`config.mk`:
```
export PLATFORM = sky130hd
export DESIGN_NAME = csp_serial_port
export DESIGN_NICKNAME = d
export VERILOG_FILES = /design/src/csp_pkg.sv /design/src/csp_serial_port.sv
export VERILOG_INCLUDE_DIRS = /design/src
export SDC_FILE = /design/constraint.sdc
export NUM_CORES = 1
export LEC_CHECK = 0
export BUFFER_PORTS_ARGS = -buffer_cell sky130_fd_sc_hd__buf_4
export CORE_MARGIN = 1.5
export CORE_UTILIZATION = 60
export CTS_BUF_LIST = sky130_fd_sc_hd__clkbuf_2
export DETAILED_ROUTE_END_ITERATION = 7
export PLACE_DENSITY_LB_ADDON = 0.12
export REMOVE_ABC_BUFFERS = 1
export SLEW_MARGIN = 15
export SYNTH_ARGS = -nofsm -noshare
export SYNTH_HDL_FRONTEND = slang
export SYNTH_SLANG_ARGS = --single-unit
```
`constraint.sdc`:
```
create_clock -name clk -period 3.35 [get_ports clk]
set_input_delay 0 -clock clk [delete_from_list [all_inputs] [get_ports clk]]
set_output_delay 0 -clock clk [all_outputs]
set_load 0.05 [all_outputs]
```
`src/csp_params.svh`:
```
// Constants for the converter serial port: word length, divider widths and limits.
`ifndef CSP_PARAMS_SVH
`define CSP_PARAMS_SVH

// Bits in one framed serial word.
`define CSP_WORD_BITS 16
// Width of the bit counter inside a word.
`define CSP_CNT_W 4
// Last bit index of a word, at the bit counter width.
`define CSP_CNT_LAST 4'hF
// Width of each rate divider select input.
`define CSP_DIV_W 3
// Width of the divider product and the bit clock phase counter.
`define CSP_PHASE_W 7
// Smallest whole divide ratio that still gives a high and a low phase.
`define CSP_MIN_DIV 7'h02

`endif

```
`src/csp_pkg.sv`:
```
// Types shared by the converter serial port design.
package csp_pkg;

    // Transmit sequencer states.
    typedef enum logic [1:0] {
        CSP_TX_IDLE  = 2'b00,
        CSP_TX_SYNC  = 2'b01,
        CSP_TX_SHIFT = 2'b10
    } csp_tx_state_t;

    // Receive sequencer states.
    typedef enum logic [0:0] {
        CSP_RX_IDLE  = 1'b0,
        CSP_RX_SHIFT = 1'b1
    } csp_rx_state_t;

endpackage

```
`src/csp_serial_port.sv`:
```
// Converter serial port: bit clock divider, framed transmitter, framed receiver, word buffers.
`timescale 1ns/1ps
`include "csp_params.svh"

// Two-entry buffer whose outputs all come from flip-flops.
module csp_skid #(
    parameter int W = `CSP_WORD_BITS
) (
    input  wire logic         clk,
    input  wire logic         rst_n,
    input  wire logic [W-1:0] in_data,
    input  wire logic         in_valid,
    output logic              in_ready,
    output logic [W-1:0]      out_data,
    output logic              out_valid,
    input  wire logic         out_ready
);
    logic [W-1:0] head_d, head_q, spare_d, spare_q;
    logic         head_v_d, head_v_q, spare_free_d, spare_free_q;
    logic         push, pop;

    // The head feeds the reader; the spare entry absorbs a word while the reader stalls.
    always_comb
    begin
        push         = in_valid & spare_free_q;
        pop          = head_v_q & out_ready;
        head_d       = head_q;
        head_v_d     = head_v_q;
        spare_d      = spare_q;
        spare_free_d = spare_free_q;
        if (pop)
        begin
            if (!spare_free_q)
            begin
                head_d       = spare_q;
                spare_free_d = 1'b1;
            end
            else if (push)
            begin
                head_d = in_data;
            end
            else
            begin
                head_v_d = 1'b0;
            end
        end
        else if (push)
        begin
            if (!head_v_q)
            begin
                head_d   = in_data;
                head_v_d = 1'b1;
            end
            else
            begin
                spare_d      = in_data;
                spare_free_d = 1'b0;
            end
        end
    end

    // Buffer registers.
    always_ff @(posedge clk or negedge rst_n)
    begin
        if (!rst_n)
        begin
            head_q       <= '0;
            head_v_q     <= 1'b0;
            spare_q      <= '0;
            spare_free_q <= 1'b1;
        end
        else
        begin
            head_q       <= head_d;
            head_v_q     <= head_v_d;
            spare_q      <= spare_d;
            spare_free_q <= spare_free_d;
        end
    end

    assign in_ready  = spare_free_q;
    assign out_data  = head_q;
    assign out_valid = head_v_q;
endmodule // csp_skid

// Top of the serial port; clk is the externally supplied master clock.
module csp_serial_port (
    input  wire logic                        clk,
    input  wire logic                        rst_n,
    input  wire logic                        port_enable,
    input  wire logic [`CSP_DIV_W-1:0]       mclk_div_sel,
    input  wire logic [`CSP_DIV_W-1:0]       sclk_div_sel,
    output logic                             bit_clk,
    output logic                             serial_data_out,
    output logic                             serial_data_out_oe,
    output logic                             out_frame_sync,
    output logic                             out_frame_sync_oe,
    input  wire logic                        in_frame_sync,
    input  wire logic                        serial_data_in,
    input  wire logic [`CSP_WORD_BITS-1:0]   tx_data,
    input  wire logic                        tx_valid,
    output logic                             tx_ready,
    output logic [`CSP_WORD_BITS-1:0]        rx_data,
    output logic                             rx_valid,
    input  wire logic                        rx_ready,
    output logic                             rx_overrun
);
    import csp_pkg::*;

    logic [`CSP_PHASE_W-1:0]   ratio, phase_d, phase_q;
    logic [3:0]                mdiv1, sdiv1;
    logic                      rise_en, fall_en, bclk_d, bclk_q;
    csp_tx_state_t             tx_state_d, tx_state_q;
    logic [`CSP_WORD_BITS-1:0] tx_sh_d, tx_sh_q, tx_head;
    logic [`CSP_CNT_W-1:0]     tx_cnt_d, tx_cnt_q;
    logic                      sdo_d, sdo_q, sdo_oe_d, sdo_oe_q;
    logic                      ofs_d, ofs_q, ofs_oe_d, ofs_oe_q;
    logic                      tx_head_v, tx_take;
    csp_rx_state_t             rx_state_d, rx_state_q;
    logic [`CSP_WORD_BITS-1:0] rx_sh_d, rx_sh_q, rx_word;
    logic [`CSP_CNT_W-1:0]     rx_cnt_d, rx_cnt_q;
    logic                      rx_push, rx_room, ovr_d, ovr_q;

    // Divide ratio is the product of both dividers, never below two.
    always_comb
    begin
        mdiv1 = {1'b0, mclk_div_sel} + 4'h1;
        sdiv1 = {1'b0, sclk_div_sel} + 4'h1;
        ratio = {3'h0, mdiv1} * {3'h0, sdiv1};
        if (ratio < `CSP_MIN_DIV)
            ratio = `CSP_MIN_DIV;
    end

    // Phase counter; rising and falling edges are one-cycle enables. Disable parks it.
    always_comb
    begin
        rise_en = port_enable && (phase_q >= ratio - 7'h01);
        fall_en = port_enable && (phase_q == (ratio >> 1) - 7'h01);
        phase_d = rise_en ? 7'h00 : phase_q + 7'h01;
        bclk_d  = bclk_q;
        if (rise_en)
            bclk_d = 1'b1;
        else if (fall_en)
            bclk_d = 1'b0;
        if (!port_enable)
        begin
            phase_d = 7'h00;
            bclk_d  = 1'b0;
        end
    end

    // Bit clock registers.
    always_ff @(posedge clk or negedge rst_n)
    begin
        if (!rst_n)
        begin
            phase_q <= 7'h00;
            bclk_q  <= 1'b0;
        end
        else
        begin
            phase_q <= phase_d;
            bclk_q  <= bclk_d;
        end
    end

    // Words waiting to go out; tx_ready reflects back-pressure from the serial side.
    csp_skid #(.W(`CSP_WORD_BITS)) u_tx_buf (
        .clk       (clk),
        .rst_n     (rst_n),
        .in_data   (tx_data),
        .in_valid  (tx_valid),
        .in_ready  (tx_ready),
        .out_data  (tx_head),
        .out_valid (tx_head_v),
        .out_ready (tx_take)
    );

    // Transmitter: sync bit, then sixteen data bits MSB first, all on rising edges.
    always_comb
    begin
        tx_state_d = tx_state_q;
        tx_sh_d    = tx_sh_q;
        tx_cnt_d   = tx_cnt_q;
        sdo_d      = sdo_q;
        sdo_oe_d   = sdo_oe_q;
        ofs_d      = ofs_q;
        ofs_oe_d   = port_enable;
        tx_take    = 1'b0;
        if (rise_en)
        begin
            case (tx_state_q)
                CSP_TX_SYNC:
                begin
                    ofs_d      = 1'b0;
                    sdo_d      = tx_sh_q[`CSP_WORD_BITS-1];
                    sdo_oe_d   = 1'b1;
                    tx_sh_d    = {tx_sh_q[`CSP_WORD_BITS-2:0], 1'b0};
                    tx_cnt_d   = `CSP_CNT_LAST;
                    tx_state_d = CSP_TX_SHIFT;
                end
                CSP_TX_SHIFT:
                begin
                    if (tx_cnt_q != '0)
                    begin
                        sdo_d    = tx_sh_q[`CSP_WORD_BITS-1];
                        tx_sh_d  = {tx_sh_q[`CSP_WORD_BITS-2:0], 1'b0};
                        tx_cnt_d = tx_cnt_q - 4'h1;
                    end
                    else
                    begin
                        sdo_oe_d   = 1'b0;
                        tx_state_d = CSP_TX_IDLE;
                    end
                end
                default:
                begin
                    tx_state_d = CSP_TX_IDLE;
                end
            endcase
            // A waiting word starts with its sync bit, even right after a last bit.
            if (tx_head_v && (tx_state_d == CSP_TX_IDLE))
            begin
                ofs_d      = 1'b1;
                tx_sh_d    = tx_head;
                tx_take    = 1'b1;
                tx_state_d = CSP_TX_SYNC;
            end
        end
        if (!port_enable)
        begin
            tx_state_d = CSP_TX_IDLE;
            tx_cnt_d   = '0;
            sdo_oe_d   = 1'b0;
            ofs_d      = 1'b0;
            tx_take    = 1'b0;
        end
    end

    // Transmitter registers.
    always_ff @(posedge clk or negedge rst_n)
    begin
        if (!rst_n)
        begin
            tx_state_q <= CSP_TX_IDLE;
            tx_sh_q    <= '0;
            tx_cnt_q   <= '0;
            sdo_q      <= 1'b0;
            sdo_oe_q   <= 1'b0;
            ofs_q      <= 1'b0;
            ofs_oe_q   <= 1'b0;
        end
        else
        begin
            tx_state_q <= tx_state_d;
            tx_sh_q    <= tx_sh_d;
            tx_cnt_q   <= tx_cnt_d;
            sdo_q      <= sdo_d;
            sdo_oe_q   <= sdo_oe_d;
            ofs_q      <= ofs_d;
            ofs_oe_q   <= ofs_oe_d;
        end
    end

    // Receiver: sync seen on a falling edge, then sixteen bits taken on falling edges.
    always_comb
    begin
        rx_state_d = rx_state_q;
        rx_sh_d    = rx_sh_q;
        rx_cnt_d   = rx_cnt_q;
        rx_push    = 1'b0;
        rx_word    = {rx_sh_q[`CSP_WORD_BITS-2:0], serial_data_in};
        if (fall_en)
        begin
            case (rx_state_q)
                CSP_RX_SHIFT:
                begin
                    rx_sh_d  = rx_word;
                    rx_cnt_d = rx_cnt_q + 4'h1;
                    if (rx_cnt_q == `CSP_CNT_LAST)
                    begin
                        rx_push    = 1'b1;
                        rx_cnt_d   = '0;
                        rx_state_d = in_frame_sync ? CSP_RX_SHIFT : CSP_RX_IDLE;
                    end
                end
                default:
                begin
                    rx_cnt_d = '0;
                    if (in_frame_sync)
                        rx_state_d = CSP_RX_SHIFT;
                end
            endcase
        end
        if (!port_enable)
        begin
            rx_state_d = CSP_RX_IDLE;
            rx_cnt_d   = '0;
        end
        ovr_d = rx_push & ~rx_room;
    end

    // Receiver registers.
    always_ff @(posedge clk or negedge rst_n)
    begin
        if (!rst_n)
        begin
            rx_state_q <= CSP_RX_IDLE;
            rx_sh_q    <= '0;
            rx_cnt_q   <= '0;
            ovr_q      <= 1'b0;
        end
        else
        begin
            rx_state_q <= rx_state_d;
            rx_sh_q    <= rx_sh_d;
            rx_cnt_q   <= rx_cnt_d;
            ovr_q      <= ovr_d;
        end
    end

    // Received words; the serial side cannot stall, so a full buffer reports overrun.
    csp_skid #(.W(`CSP_WORD_BITS)) u_rx_buf (
        .clk       (clk),
        .rst_n     (rst_n),
        .in_data   (rx_word),
        .in_valid  (rx_push),
        .in_ready  (rx_room),
        .out_data  (rx_data),
        .out_valid (rx_valid),
        .out_ready (rx_ready)
    );

    // Pin outputs straight from their registers.
    assign bit_clk            = bclk_q;
    assign serial_data_out    = sdo_q;
    assign serial_data_out_oe = sdo_oe_q;
    assign out_frame_sync     = ofs_q;
    assign out_frame_sync_oe  = ofs_oe_q;
    assign rx_overrun         = ovr_q;
endmodule // csp_serial_port

```
==> reports/metrics.cfg <==
[logic_synthesis]
synth_area_leaders=dfrtp_1 (46%), mux2_2 (17%), ha_1 (5.1%), mux2_4 (3.6%), nor2_1 (2.8%)
synth_flop_cell=dfrtp_1
netlist_area_sq_mm=0.00661
synth_cell_type_count=60
synth_top_area_share_pct=45.8
synthArstFlopShare_pct=100
synth_most_common_cell=dfrtp_1
post_synth.cell_area_avg_sq_um=11.7
ys_top_cells_by_count=dfrtp_1 (121), mux2_2 (97), nor2_1 (50)
synth_edf_count=0
ys_seq_area_share_pct=46.6
ys_warn_count=0
synth.largest_area_cell=dfrtp_1
synth_seq_cells=123
synthCells=566

[die]
initial_utilization_pct=61.3
num_rows=38
num_io_pins=53
die_x_microns=108
coreArea_sq_mm=0.0108
dieArea_sq_mm=0.0117
die_h_microns=108

[timing]
hold_viol=0
worst_pin_slew_ns=0.647
rsz0062_at_grt=true
min_period_ns=4.61
slew_violations=0
setup_viol=122
max_slew_margin_pct=56.9
fin_crit_sh_pct=137
fmax_mhz=217
setup_slack_ns=-1.26
fin_skew_ns=0.0272
whs_ns=0.0457
fin_tns_setup_ns=-128.10

[layout]
multi_input_area_sq_mm=0.00398
drive_gt1_share_pct=49.7
fin_area_sq_mm=0.00914
n_fill_cell=518
ff_latch_area_sq_mm=0.00308
final_nets=796
syn2layout_area_growth_pct=38.2
antenna_cells=0

[global_route]
grt-ovfl-total=0
grt_util_met3_pct=6.57
grt_antenna_before_repair=0
grt_pass1_vias=5344
grt_use_met2_pct=48.1
grt_usage_pct=28.0
grt_busiest_layer=met2
met1_usage_pct=33.2
grt_max_degree=124
grt_pass1_wl_mm=25.0

[worst_setup_path]
rr_worst_depth=9
worst_setup_path_start_kind=primary input
cp.arrival_ns=5.22
crit_path_end_kind=flop
cp.required_ns=3.97
cp_max_fo=8
critical_path_class=primary input to flop

[clock_network]
clk_pin_slew_ns=0.17
clk_latency_ns=0.73
cts_root_buf=clkbuf_2
clkSinkCount=123
tritoncts=yes
htreeDepth=4
cts-buffers-inserted=17
clockBufferDepth=2

[detailed_routing]
ant_nets=0
num_vias=5245
first_pass_iters=5
routed_via_density=5.91
avgRoutedWirePerCell_microns=19.2
drc=0
routed_wirelength_mm=17.1
drtIter0Drc=360

[min_path]
min_path_cells=3
worst_hold_path_type=primary input to flop

[place]
gp_congestion=0.888
place_area_sq_mm=0.00755
port_buffers=52
hpwl_mm=9.17

[power_and_ir_drop]
p_leak_uw=0.00424
p_per_area_mw_per_mm2=554
ir_drop_v=0.000501

[run_status]
violations=negative setup slack
outcome=finished, violations left

[flow_run]
maxCapViolCount=0

per-stage QoR:
step | cells | power [uW] | worst slack [ns] | utilization (%)
global route | 888 | 5340 | -1.36 | 84.7
CTS | 878 | 4810 | -1.08 | 80.7
global placement | 793 | 3460 | -2.33 | 69.9
finish | 888 | 5060 | -1.26 | 84.7
detailed placement | 793 | 3550 | -2.49 | 69.9
floorplan | 545 | 3040 | -3.25 | -
routing by layer:
metal	wire, microns	vias up
met5	0	-
met4	519	0
met3	697	54
met2	8930	172
met1	6940	2656
li1	-	2363
cell type report:
class,instances,share of cell area (%)
timing repair buffer,172,17.5
clock inverter,14,1.42
inverter,23,0.945
sequential,123,33.7
tap,140,1.92
multi-input combinational,399,43.5
clock buffer,17,0.931
cell families after synthesis:
| kind of cell | Yosys count | share of synthesized area, % |
|---|---|---|
| fa+ha+maj | 31 | 6.32 |
| simple gates | 138 | 10.5 |
| compound gates | 82 | 8.08 |
| flops | 123 | 46.6 |
| xor+xnor | 18 | 2.50 |
| mux | 130 | 22.7 |
| buf+inv | 44 | 3.27 |
final timing paths:
kind                                      start                    end  slack [ns]
min in group asynchronous                 rst_n  u_rx_buf.out_data[13]        0.49
max                             mclk_div_sel[0]   u_tx_buf.out_data[4]       -1.26
max in group asynchronous                 rst_n            tx_sh_q[14]        2.36
max reg2reg                          phase_q[3]             rx_sh_q[5]        0.32
min reg2reg                u_rx_buf.out_data[7]   u_rx_buf.out_data[7]        0.53
min                                  tx_data[6]    u_tx_buf.spare_q[6]        0.05
worst max-delay path: stages:
cell and delay [ns]:
buf_8 0.10, ha_4 0.16, xnor2_4 0.12, nand2b_4 0.14
fa_1 0.53, inv_2 0.05, fa_1 0.56, inv_2 0.05
fa_2 0.55, nor3b_4 0.23, nand2_2 0.10, o21ba_4 0.27
a21oi_4 0.07, buf_4 0.14, ha_4 0.17, buf_4 0.14
xnor2_2 0.13, ha_1 0.29, a21oi_2 0.06, o21ai_2 0.15
a31oi_4 0.13, nor4_4 0.24, buf_6 0.24, mux2_4 0.32
mux2_2 0.27
report_power, final:
part | leakage, uW | switching, uW | internal (uW)
Sequential | 0.00161 | 242 | 1820
Combinational | 0.00251 | 1000 | 1120
Clock | 0.000126 | 554 | 326
cell usage in the layout (no fill, tap or decap), drive strengths merged, types with 2 or more instances in the layout:
master	synthesis	routed
o31ai	2	2
nand2b	10	10
a211o	2	2
ha	27	27
buf	8	145
nor3b	2	2
clkinv	0	8
o22ai	2	2
nor2	50	50
bufinv	0	2
a32o	2	2
xnor2	13	13
and3	8	8
inv	23	24
clkbuf	13	21
o211ai	2	2
nor3	13	13
xor2	5	5
clkinvlp	0	3
mux2i	17	17
nor4	8	8
o21a	4	4
nand2	24	24
a21oi	37	37
dfrtp	121	121
fa	4	4
a2111oi	3	3
nand4	3	3
dlygate4sd3	0	23
nand3	9	9
mux2	113	113
dfstp	2	2
a21o	4	4
nor2b	3	3
o21ai	11	11
or2	3	3
registers in the layout, summed over array words and instances, names as in the netlist:
register and count:
out_frame_sync 1, rx_sh_q 15, u_tx_buf.out_valid 1, u_rx_buf.out_valid 1, rx_state_q 1, tx_cnt_q 4
out_frame_sync_oe 1, u_rx_buf.spare_q 16, tx_state_q 2, u_rx_buf.out_data 16, u_tx_buf.in_ready 1, u_tx_buf.spare_q 16
serial_data_out 1, tx_sh_q 16, bit_clk 1, serial_data_out_oe 1, u_tx_buf.out_data 16, rx_overrun 1
u_rx_buf.in_ready 1, rx_cnt_q 4, phase_q 7
timing repair:
action	4_1_cts	5_1_grt
setup endpoints to repair	122	122
gates cloned	5	5
pin swaps	29	23
hold buffers	23	0
setup buffers	28	14
resized for setup	95	77
endpoints found under the hold margin	211	0
Note: power is estimated with default switching activity, not from simulation.
